File: src/shared/cpfs_map.vh
/*
 * cpfs_map.vh: constants of the pipeline fetch and stall block:
 * widths, phase codes, select codes and reset values.
 * Assumes it is included by bare name from the design files.
 */
`ifndef CPFS_MAP_VH
`define CPFS_MAP_VH

`define CPFS_IP_W 22
`define CPFS_RESET_IP 22'h000000
`define CPFS_DATA_W 32
`define CPFS_INSN_W 32
`define CPFS_QUEUE_DEPTH 4
`define CPFS_QUEUE_AW 2
`define CPFS_RPT_W 8
`define CPFS_REG_W 4
// instruction word fields
`define CPFS_OPC_HI 31
`define CPFS_OPC_LO 28
`define CPFS_DST_HI 27
`define CPFS_DST_LO 24
`define CPFS_SRC_HI 23
`define CPFS_SRC_LO 20
`define CPFS_CONST_HI 19
`define CPFS_CONST_LO 0
`define CPFS_CONST_W 20
// opcodes
`define CPFS_OP_NOP 4'h0
`define CPFS_OP_ALU 4'h1
`define CPFS_OP_LOAD 4'h2
`define CPFS_OP_STORE 4'h3
`define CPFS_OP_BRANCH 4'h4
`define CPFS_OP_REPEAT 4'h5
`define CPFS_OP_PREAD 4'h6
// select codes for external decode
`define CPFS_SEL_W 3
`define CPFS_SEL_NONE 3'h0
`define CPFS_SEL_PFETCH 3'h1
`define CPFS_SEL_PDATA 3'h2
`define CPFS_SEL_DREAD 3'h4
`define CPFS_SEL_DWRITE 3'h4
`define CPFS_SEL_DW 3'h4
`define CPFS_FRONT_DEPTH 3
`define CPFS_BACK_DEPTH 5
`define CPFS_BACK_RD1 1
`define CPFS_BACK_RD2 2
`define CPFS_BACK_EXE 3
`define CPFS_BACK_WR 4
`define CPFS_ONE_IP 22'h000001
`define CPFS_ONE_RPT 8'h01
`define CPFS_ZERO_RPT 8'h00

`endif

File: src/rtl/cpfs_fetch_queue.v
/*
 * cpfs_fetch_queue.v: small instruction queue between the fetch and
 * decode halves; each entry carries the word and its address.
 * Assumes a single clock and that the caller never pushes when full.
 */
`timescale 1ns/1ps
`include "cpfs_map.vh"

module cpfs_fetch_queue #(
	parameter WIDTH = 54,
	parameter DEPTH = `CPFS_QUEUE_DEPTH,
	parameter AW = `CPFS_QUEUE_AW
) (
	input wire clock,
	input wire rst,
	input wire flush,
	input wire push,
	input wire [WIDTH-1:0] pushData,
	input wire pop,
	output reg [WIDTH-1:0] headData,
	output wire empty,
	output wire full
);
	reg [WIDTH-1:0] mem [0:DEPTH-1];
	reg [AW-1:0] wrPtr_r;
	reg [AW-1:0] rdPtr_r;
	reg [AW:0] count_r;
	wire doPush = push && !full;
	wire doPop = pop && !empty;
	wire [AW-1:0] rdNext = rdPtr_r + {{(AW-1){1'b0}}, 1'b1};

	assign empty = (count_r == {(AW+1){1'b0}});
	assign full = (count_r == DEPTH[AW:0]);

	// storage write, no reset needed
	always @(posedge clock) begin
		if (doPush) begin
			mem[wrPtr_r] <= pushData;
		end
	end

	// pointers; flush drops everything on a discontinuity
	always @(posedge clock or posedge rst) begin
		if (rst) begin
			wrPtr_r <= {AW{1'b0}};
			rdPtr_r <= {AW{1'b0}};
			count_r <= {(AW+1){1'b0}};
		end else if (flush) begin
			wrPtr_r <= {AW{1'b0}};
			rdPtr_r <= {AW{1'b0}};
			count_r <= {(AW+1){1'b0}};
		end else begin
			if (doPush) begin
				wrPtr_r <= wrPtr_r + {{(AW-1){1'b0}}, 1'b1};
			end
			if (doPop) begin
				rdPtr_r <= rdNext;
			end
			if (doPush && !doPop) begin
				count_r <= count_r + {{AW{1'b0}}, 1'b1};
			end else if (doPop && !doPush) begin
				count_r <= count_r - {{AW{1'b0}}, 1'b1};
			end
		end
	end

	// registered head: look through to the next entry after a pop
	always @(posedge clock or posedge rst) begin
		if (rst) begin
			headData <= {WIDTH{1'b0}};
		end else if (doPush && (empty || (doPop && count_r == {{AW{1'b0}}, 1'b1}))) begin
			headData <= pushData;
		end else if (doPop) begin
			headData <= mem[rdNext];
		end else if (!empty) begin
			headData <= mem[rdPtr_r];
		end
	end
endmodule

File: src/rtl/cpfs_pipeline.v
/*
 * cpfs_pipeline.v: fetch and stall control of an eight phase core
 * pipeline: fetch address generation, instruction queue, decode,
 * operand read phases, write phase, repeat and interlock.
 * Assumes memories answer combinationally in the same cycle unless
 * they drop their ready input; all inputs synchronous to clock.
 */
// Functional notes
// RL1 - With a full pipeline the instruction pointer holds the address of the instruction now in decode 2; here it shows that address one clock later.
// RL2 - Addresses for instruction fetch and program-space data reads go out on the program fetch address bus.
// RL3 - Fetched words are queued, decoded and passed on as commands and constants to other units.
// RL4 - In the operand-address phase the read address of any memory operand is driven out.
// RL5 - In the operand-fetch phase the data addressed one phase earlier is captured.
// RL6 - A slow memory or peripheral holds its ready input low to add wait states.
// RL7 - A wait request in fetch 1, operand-address or write freezes the affected part of the pipeline.
// RL8 - Idle cycles are inserted so no instruction reads a register before an earlier one updates it.
// RL9 - The repeat prefix loads the repeat count and the next instruction runs once plus that many times.
// RL10 - Branches, calls, interrupts, returns and repetition fetch from a nonsequential address; here only branches and interrupts redirect fetch.
// RL11 - Select outputs tell external logic which kind of access is under way.
// RL12 - Each instruction goes through fetch 1, fetch 2, decode 1, decode 2, read 1, read 2, execute, write.
// RL13 - Program not ready freezes fetch 1 to decode 1; empty queue or data not ready freezes decode 2 to write; here empty queue lets read 1 to write drain.
// RL14 - In the write phase the destination address and data go out to memory.
// RL15 - An unfrozen section moves each instruction on by one phase per clock.
`timescale 1ns/1ps
`include "cpfs_map.vh"

module cpfs_pipeline #(
	parameter IPW = `CPFS_IP_W,
	parameter DW = `CPFS_DATA_W,
	parameter RPTW = `CPFS_RPT_W
) (
	input wire clock,
	input wire rst,
	input wire progReady,
	input wire dataReady,
	input wire [DW-1:0] programReadDataBus,
	input wire [DW-1:0] dataReadBus,
	input wire interruptReq,
	input wire [IPW-1:0] interruptVector,
	output reg [IPW-1:0] programFetchAddressBus,
	output reg progReadStrobe,
	output reg [IPW-1:0] dataReadAddress,
	output reg dataReadStrobe,
	output reg [IPW-1:0] dataWriteAddress,
	output reg [DW-1:0] dataWriteData,
	output reg dataWriteStrobe,
	output reg [`CPFS_SEL_W-1:0] progSelect,
	output reg [`CPFS_SEL_W-1:0] dataSelect,
	output reg [IPW-1:0] instructionPointer,
	output reg [3:0] execCommand,
	output reg [`CPFS_CONST_W-1:0] execConstant,
	output reg [DW-1:0] operandData,
	output reg execValid,
	output reg [RPTW-1:0] repeatCountRegister,
	output reg frontFrozen,
	output reg backFrozen
);
	localparam QW = IPW + DW;
	// fetch section states, one-hot
	localparam FS_RUN = 2'b01;
	localparam FS_REDIRECT = 2'b10;

	reg [1:0] fState_r;
	reg [IPW-1:0] fetchIp_r;
	// fetch 2 and decode 1 stage registers
	reg f2Valid_r, d1Valid_r;
	reg [IPW-1:0] f2Ip_r, d1Ip_r;
	reg [DW-1:0] f2Word_r, d1Word_r;
	// back section: decode 2, read 1, read 2, execute, write
	reg bValid_r [0:`CPFS_BACK_DEPTH-1];
	reg [DW-1:0] bWord_r [0:`CPFS_BACK_DEPTH-1];
	reg [IPW-1:0] bIp_r [0:`CPFS_BACK_DEPTH-1];
	reg [DW-1:0] exData_r;
	reg repeating_r;
	reg pendingRedirect_r;
	reg irqTaken_r;
	reg [IPW-1:0] redirectIp_r;
	integer i;
	integer j;

	wire qEmpty, qFull;
	wire [QW-1:0] qHead;
	wire [3:0] d2Op = bWord_r[0][`CPFS_OPC_HI:`CPFS_OPC_LO];
	wire [3:0] d2Src = bWord_r[0][`CPFS_SRC_HI:`CPFS_SRC_LO];
	wire [3:0] r1Op = bWord_r[`CPFS_BACK_RD1][`CPFS_OPC_HI:`CPFS_OPC_LO];
	wire [3:0] exOp = bWord_r[`CPFS_BACK_EXE][`CPFS_OPC_HI:`CPFS_OPC_LO];
	wire [3:0] wrOp = bWord_r[`CPFS_BACK_WR][`CPFS_OPC_HI:`CPFS_OPC_LO];
	wire r1Reads = bValid_r[`CPFS_BACK_RD1] && (r1Op == `CPFS_OP_LOAD || r1Op == `CPFS_OP_PREAD);
	wire wrStores = bValid_r[`CPFS_BACK_WR] && (wrOp == `CPFS_OP_STORE);
	wire r1PRead = bValid_r[`CPFS_BACK_RD1] && (r1Op == `CPFS_OP_PREAD);

	// RL7 RL13 freeze terms
	// fetch half waits on program ready unless the port is lent to a data read
	// stall terms come from the strobes on the bus, so a held request freezes its own section
	wire rd2PRead = progReadStrobe && progSelect == `CPFS_SEL_PDATA;
	wire frontStall = (progReadStrobe && progSelect == `CPFS_SEL_PFETCH && !progReady) || qFull;
	wire backStall = ((dataReadStrobe || dataWriteStrobe) && !dataReady) || (rd2PRead && !progReady);

	// RL8 register interlock
	// decode 2 holds while any later writer targets its source register
	reg hazard;
	always @* begin
		hazard = 1'b0;
		for (j = 1; j < `CPFS_BACK_DEPTH; j = j + 1) begin
			if (bValid_r[j] && bWord_r[j][`CPFS_OPC_HI:`CPFS_OPC_LO] != `CPFS_OP_STORE
				&& bWord_r[j][`CPFS_OPC_HI:`CPFS_OPC_LO] != `CPFS_OP_NOP
				&& bWord_r[j][`CPFS_DST_HI:`CPFS_DST_LO] == d2Src) begin
				hazard = 1'b1;
			end
		end
	end
	wire d2Valid = bValid_r[0];
	wire d2Hold = d2Valid && (hazard || repeating_r);
	// RL13 empty queue leaves decode 2 unfilled, the back half idles
	wire qPop = !backStall && !qEmpty && (!d2Valid || !d2Hold);
	wire exBranch = !backStall && bValid_r[`CPFS_BACK_EXE] && exOp == `CPFS_OP_BRANCH;
	// a held request is taken once, else the vector would be refetched forever
	wire takeIrq = interruptReq && !irqTaken_r && !pendingRedirect_r && !exBranch;
	wire redirect = exBranch || takeIrq;
	wire [IPW-1:0] redirectTarget = exBranch ?
		bWord_r[`CPFS_BACK_EXE][IPW-1:0] : interruptVector;
	// a fetch completes when its address stands on the bus with ready high
	wire fetchGo = (fState_r == FS_RUN) && progReadStrobe && progSelect == `CPFS_SEL_PFETCH
		&& progReady && !qFull && !redirect;
	wire fetchRunNxt = (fState_r == FS_REDIRECT) || ((fState_r == FS_RUN) && !redirect);
	wire [IPW-1:0] fetchIpNxt = (fState_r == FS_REDIRECT) ? redirectIp_r :
		(fetchGo ? fetchIp_r + `CPFS_ONE_IP : fetchIp_r);
	wire qPush = d1Valid_r && !frontStall && !redirect;

	cpfs_fetch_queue #(
		.WIDTH(QW),
		.DEPTH(`CPFS_QUEUE_DEPTH),
		.AW(`CPFS_QUEUE_AW)
	) u_queue (
		.clock(clock),
		.rst(rst),
		.flush(redirect),
		.push(qPush),
		.pushData({d1Ip_r, d1Word_r}),
		.pop(qPop),
		.headData(qHead),
		.empty(qEmpty),
		.full(qFull)
	);

	// RL2 RL10 fetch address generation and redirect
	always @(posedge clock or posedge rst) begin
		if (rst) begin
			fState_r <= FS_RUN;
			fetchIp_r <= `CPFS_RESET_IP;
			pendingRedirect_r <= 1'b0;
			irqTaken_r <= 1'b0;
			redirectIp_r <= `CPFS_RESET_IP;
		end else begin
			if (takeIrq) begin
				irqTaken_r <= 1'b1;
			end else if (!interruptReq) begin
				irqTaken_r <= 1'b0;
			end
			case (fState_r)
			FS_RUN: begin
				if (redirect) begin
					fState_r <= FS_REDIRECT;
					redirectIp_r <= redirectTarget;
					pendingRedirect_r <= 1'b1;
				end else if (fetchGo) begin
					fetchIp_r <= fetchIp_r + `CPFS_ONE_IP;
				end
			end
			FS_REDIRECT: begin
				// one idle cycle lets the flush settle before the new stream
				fState_r <= FS_RUN;
				fetchIp_r <= redirectIp_r;
				pendingRedirect_r <= 1'b0;
			end
			default: begin
				fState_r <= FS_RUN;
			end
			endcase
		end
	end

	// RL12 RL15 fetch 1 to decode 1 advance
	always @(posedge clock or posedge rst) begin
		if (rst) begin
			f2Valid_r <= 1'b0;
			d1Valid_r <= 1'b0;
			f2Ip_r <= `CPFS_RESET_IP;
			d1Ip_r <= `CPFS_RESET_IP;
			f2Word_r <= {DW{1'b0}};
			d1Word_r <= {DW{1'b0}};
		end else if (redirect) begin
			f2Valid_r <= 1'b0;
			d1Valid_r <= 1'b0;
		end else if (!frontStall) begin
			f2Valid_r <= fetchGo;
			f2Ip_r <= programFetchAddressBus;
			f2Word_r <= programReadDataBus;
			d1Valid_r <= f2Valid_r;
			d1Ip_r <= f2Ip_r;
			d1Word_r <= f2Word_r;
		end
	end

	// RL12 RL15 decode 2 to write advance, RL9 repeat control
	always @(posedge clock or posedge rst) begin
		if (rst) begin
			for (i = 0; i < `CPFS_BACK_DEPTH; i = i + 1) begin
				bValid_r[i] <= 1'b0;
				bWord_r[i] <= {DW{1'b0}};
				bIp_r[i] <= `CPFS_RESET_IP;
			end
			repeatCountRegister <= `CPFS_ZERO_RPT;
			repeating_r <= 1'b0;
			exData_r <= {DW{1'b0}};
		end else if (!backStall) begin
			for (i = 2; i < `CPFS_BACK_DEPTH; i = i + 1) begin
				bValid_r[i] <= bValid_r[i-1];
				bWord_r[i] <= bWord_r[i-1];
				bIp_r[i] <= bIp_r[i-1];
			end
			// RL5 operand capture while read 2 holds the strobe on the bus
			if (rd2PRead) begin
				exData_r <= programReadDataBus;
			end else if (dataReadStrobe) begin
				exData_r <= dataReadBus;
			end
			// RL9 repeat: issue a copy while the count runs down
			if (repeating_r && d2Valid && !hazard) begin
				bValid_r[1] <= 1'b1;
				bWord_r[1] <= bWord_r[0];
				bIp_r[1] <= bIp_r[0];
				if (repeatCountRegister == `CPFS_ZERO_RPT) begin
					repeating_r <= 1'b0;
					bValid_r[0] <= qPop;
					bWord_r[0] <= qHead[DW-1:0];
					bIp_r[0] <= qHead[QW-1:DW];
				end else begin
					repeatCountRegister <= repeatCountRegister - `CPFS_ONE_RPT;
				end
			end else if (d2Hold) begin
				// RL8 bubble into read 1
				bValid_r[1] <= 1'b0;
			end else begin
				bValid_r[1] <= d2Valid;
				bWord_r[1] <= bWord_r[0];
				bIp_r[1] <= bIp_r[0];
				bValid_r[0] <= qPop;
				bWord_r[0] <= qHead[DW-1:0];
				bIp_r[0] <= qHead[QW-1:DW];
				if (d2Valid && d2Op == `CPFS_OP_REPEAT) begin
					repeatCountRegister <= bWord_r[0][RPTW-1:0];
				end
				// the instruction after the prefix runs once then repeats
				if (d2Valid && d2Op == `CPFS_OP_REPEAT && bWord_r[0][RPTW-1:0] != `CPFS_ZERO_RPT) begin
					repeating_r <= 1'b1;
				end
			end
			if (exBranch) begin
				// discard younger work behind the branch
				bValid_r[0] <= 1'b0;
				bValid_r[1] <= 1'b0;
				bValid_r[2] <= 1'b0;
				bValid_r[`CPFS_BACK_EXE] <= 1'b0;
				repeating_r <= 1'b0;
			end
		end
	end

	// registered outputs: buses, selects, decode results
	always @(posedge clock or posedge rst) begin
		if (rst) begin
			programFetchAddressBus <= `CPFS_RESET_IP;
			progReadStrobe <= 1'b0;
			progSelect <= `CPFS_SEL_NONE;
			dataReadAddress <= `CPFS_RESET_IP;
			dataReadStrobe <= 1'b0;
			dataSelect <= `CPFS_SEL_NONE;
			dataWriteAddress <= `CPFS_RESET_IP;
			dataWriteData <= {DW{1'b0}};
			dataWriteStrobe <= 1'b0;
			instructionPointer <= `CPFS_RESET_IP;
			execCommand <= `CPFS_OP_NOP;
			execConstant <= {`CPFS_CONST_W{1'b0}};
			operandData <= {DW{1'b0}};
			execValid <= 1'b0;
			frontFrozen <= 1'b0;
			backFrozen <= 1'b0;
		end else begin
			frontFrozen <= frontStall;
			backFrozen <= backStall || (!d2Valid && qEmpty);
			// RL2 RL4 program port: data read wins over sequential fetch
			// RL7 a waiting program data read keeps its address
			if (!(rd2PRead && backStall)) begin
				if (r1PRead && !backStall) begin
					programFetchAddressBus <= bWord_r[`CPFS_BACK_RD1][IPW-1:0];
					progReadStrobe <= 1'b1;
					// RL11 select for program-space data
					progSelect <= `CPFS_SEL_PDATA;
				end else begin
					programFetchAddressBus <= fetchIpNxt;
					progReadStrobe <= fetchRunNxt;
					progSelect <= fetchRunNxt ? `CPFS_SEL_PFETCH : `CPFS_SEL_NONE;
				end
			end
			// RL7 data requests stand while the back half is frozen
			if (!backStall) begin
				// RL4 data read address in read 1
				dataReadStrobe <= r1Reads && !r1PRead;
				dataReadAddress <= bWord_r[`CPFS_BACK_RD1][IPW-1:0];
				// RL14 write phase address and data
				dataWriteStrobe <= wrStores;
				dataWriteAddress <= bWord_r[`CPFS_BACK_WR][IPW-1:0];
				dataWriteData <= exData_r;
				// RL11 data select for any data access, code 3'h4 for reads and writes alike
				if (wrStores) begin
					dataSelect <= `CPFS_SEL_DW;
				end else if (r1Reads && !r1PRead) begin
					dataSelect <= `CPFS_SEL_DREAD;
				end else begin
					dataSelect <= `CPFS_SEL_NONE;
				end
			end
			// RL1 pointer follows decode 2
			if (d2Valid) begin
				instructionPointer <= bIp_r[0];
			end
			// RL3 commands and constants to the other units
			execValid <= !backStall && bValid_r[`CPFS_BACK_EXE];
			execCommand <= exOp;
			execConstant <= bWord_r[`CPFS_BACK_EXE][`CPFS_CONST_HI:`CPFS_CONST_LO];
			operandData <= exData_r;
		end
	end
endmodule

File: config.mk
export PLATFORM = sky130hd
export DESIGN_NAME = cpfs_pipeline
export DESIGN_NICKNAME = d
export VERILOG_FILES = /design/src/rtl/cpfs_fetch_queue.v /design/src/rtl/cpfs_pipeline.v
export VERILOG_INCLUDE_DIRS = /design/src /design/src/shared
export SDC_FILE = /design/constraint.sdc
export NUM_CORES = 2
export LEC_CHECK = 0
export BUFFER_PORTS_ARGS = -buffer_cell sky130_fd_sc_hd__buf_2
export CAP_MARGIN = 20
export CORE_ASPECT_RATIO = 1.4
export CORE_MARGIN = 1
export CORE_UTILIZATION = 40
export CTS_BUF_LIST = sky130_fd_sc_hd__clkbuf_16
export CTS_CLUSTER_DIAMETER = 100
export DETAILED_ROUTE_END_ITERATION = 10
export HOLD_SLACK_MARGIN = 0.15
export PLACE_DENSITY = 0.65
export SLEW_MARGIN = 25
export SYNTH_ARGS = -nofsm -noshare
export SYNTH_HDL_FRONTEND = slang
export SYNTH_HIERARCHICAL = 1
export SYNTH_SLANG_ARGS = --single-unit
File: constraint.sdc
create_clock -name clock -period 24.8 [get_ports clock]
set_clock_uncertainty 0.05 [all_clocks]
set_input_delay 1.24 -clock clock [delete_from_list [all_inputs] [get_ports clock]]
set_output_delay 1.24 -clock clock [all_outputs]
set_load 0.01 [all_outputs]
==> results.cfg <==
[clock_network]
cts_made_buffers = 77
cts_setup_buffers = 0
cts_buffer_depth = 3
cts_hold_buf = 0
clk-insertion-delay-late_ps = 640
cts_resized = 0
cts_tree = done
cts.sinks = 818
root_buffer = clkbuf_16
path_clk_slew_ps = 70
cts.htree.levels = 3

[sta]
rsz0062_at_grt = no
setup_viol = 0
hold_viol_final = 0
fmax_mhz = 169
worst_slew_pin_slew_ps = 1070
fin_crit_sh = 0.239
fin_setup_tns_ps = 0
relSlewSlack = 0.286
fin_crit_ps = 5920
drv_slew = 0

[synth]
yosysTopAreaCellShare = 0.429
synth.distinct_cells = 80
async_flop_share = 0.736
synth_edf_count = 216
ys_ff_latch = 818
ys_warn_count = 6
synthTopCellsByArea = dfrtp_1, edfxtp_1, mux2_2, nand2_1, mux2i_1
netlist_area_um2 = 35000
synth.avg_cell_area_um2 = 12.1
yosys-top-cells-count = dfrtp_1, nand2_1, edfxtp_1
synth_most_common_cell = dfrtp_1
yosys.area.top_type = dfrtp_1
ys_seq_area_frac = 0.615
syn_inst = 2901
ys.flop_type = dfrtp_1

[routing]
drc_errors = 0
ant_nets = 0
routed_wl_mm = 90.8
drt-pass1-iter-count = 6
routedWlPerCell_um = 21.2
vias = 23600
drt_iter0_drc = 2011
via_per_inst = 5.52

[critical_path]
start_kind = flip-flop
worst_r2r_path_depth = 14
critical_path_depth = 14
rr_endpoint = u_queue/headData[0]
critical_path.max_stage_delay_ps = 950
r2r_start = bWord_r[92]
ff2ff_setup_slack_ps = 18880
critPathKind = flip-flop to flip-flop
worst-path-buf-inv = 4
endpoint = u_queue/headData[0]
cp.arrival_ps = 6330
worstPathCellList = xor2_1 > o311ai_0 > nor4_1 > a41oi_1 > nand2_1 > o21ai_0 > and3_4 > buf_4 > inv_2 > buf_4 > buf_16 > nor4_1 > o21a_1 > o31ai_1
cp-startpoint = bWord_r[92]
cp_max_fo = 97
worst_setup_path_end_kind = flip-flop
cpMaxStageDelayCell = buf_4
crit_family = buffers and inverters
crit_required_ps = 25210

[pwr]
p_int_mw = 3.57
power_frac_comb = 0.393
p_clk_frac = 0.189
p_leak_nw = 17.0
swShare = 0.397
p_seq_frac = 0.418
powerDensity_nw_per_um2 = 150
power_switching_mw = 2.36
ir_drop_uv = 110

[finish]
layout.nets = 3154
final_util = 0.455
area.growth.synth_to_final_pct = 12.7
drive_above_1_share = 0.223
instances_no_fill = 4281

[global_route]
grt_max_degree = 114
grtUsageTotal = 0.204
overflow = 0
antenna_found_initial = 4
grt_pass1_wl_mm = 141
grt_pass1_vias = 23000

[outcome]
status = finished clean

[place]
placedCellCount = 4141
dpl.hpwl_mm = 56.8
globalplace.congestion = 0.826
port_buffers = 283

[floorplanning]
rows = 128
ios = 287
die_w_um = 252
die_area_um2 = 88800
start_util = 0.403
die_h_um = 352
placeableCoreArea_um2 = 86800

[hold_path]
hold_path_class = flip-flop to flip-flop

[run]
max-cap-violations = 0
-- logic make-up (layout without fill, tap and decap cells) --
logic type | count (synthesis) | in the layout | share of synthesized area
buffers and inverters | 277 | 482 | 0.0379
muxes | 327 | 327 | 0.102
AOI/OAI and AO/OA | 601 | 601 | 0.125
and+or+nand+nor | 825 | 825 | 0.106
xor gates and xnor gates | 41 | 41 | 0.0109
DFF | 818 | 818 | 0.615
adders and majority gates | 11 | 11 | 0.00393
other | 1 | 6 | 0.000107
-- power groups by stage --
stage | clock network [mW] | logic (mW) | registers [mW]
floorplan | 0 | 1.76 | 2.33
global placement | 0 | 2.27 | 2.49
detailed placement | 0 | 2.31 | 2.50
CTS | 1.15 | 2.32 | 2.48
global route | 1.20 | 2.55 | 2.55
finish | 1.12 | 2.33 | 2.48
-- worst min-delay path by stage --
stage                  from              end  slack (ps)  cells after the start
4_1_cts        exData_r[11]  operandData[11]         360                      0
3_3_place_gp    exData_r[4]   operandData[4]         330                      0
2_1_floorplan   exData_r[0]   operandData[0]         320                      0
6_report       exData_r[23]  operandData[23]         350                      0
5_1_grt        exData_r[26]  operandData[26]         360                      0
3_5_place_dp   exData_r[23]  operandData[23]         340                      0
-- flip-flops by register name (all words and copies together), names as in the netlist, 8 cells and up --
| signal | count |
|---|---|
| d1Ip_r | 22 |
| dataWriteAddress | 22 |
| operandData | 32 |
| redirectIp_r | 22 |
| bWord_r | 152 |
| u_queue/mem | 216 |
| u_queue/headData | 54 |
| exData_r | 32 |
| bIp_r | 22 |
| dataWriteData | 32 |
| programFetchAddressBus | 22 |
| repeatCountRegister | 8 |
| execConstant | 20 |
| f2Word_r | 32 |
| d1Word_r | 32 |
| f2Ip_r | 22 |
| instructionPointer | 22 |
| fetchIp_r | 22 |
-- placed cells by master, fill, tap and decap left out, drive strengths merged, types with 56 or more instances in the layout --
| cell type | count |
|---|---|
| a211oi | 56 |
| nand2 | 531 |
| buf | 322 |
| nor2 | 77 |
| a31oi | 60 |
| a22oi | 56 |
| o21ai | 126 |
| o21a | 58 |
| dfrtp | 601 |
| mux2 | 216 |
| clkbuf | 83 |
| nor4 | 66 |
| edfxtp | 216 |
| mux2i | 111 |
-- area by class of cell --
type	count	area [um^2]
Fill cell	8002	47300
Sequential cell	818	21600
Multi-Input combinational cell	1808	12200
Clock buffer	83	2080
Timing Repair Buffer	322	1760
Tap cell	1170	1460
Clock inverter	52	265
Inverter	25	101
Antenna cell	3	7.51
-- metrics by stage --
step                power [mW]  setup WS [ps]  cell area, um^2  hold WS (ps)
detailed placement        4.81          18790            37100           339
global placement          4.76          18530            37000           329
global route              6.29          18540            39500           364
finish                    5.93          18880            39500           349
CTS                       5.95          18940            39400           356
floorplan                 4.09           8390            35000           324
-- metal layers --
layer  share of wire  routed length, um  track usage  vias to the layer above
met5         0.00012                 11            0                        -
met4           0.040               3650       0.0912                        2
met3           0.056               5070       0.0329                      153
met2            0.48              43300        0.324                      771
met1            0.43              38800        0.274                    11900
li1                -                  -            -                    10800
Note: power is estimated with default switching activity, not from simulation.
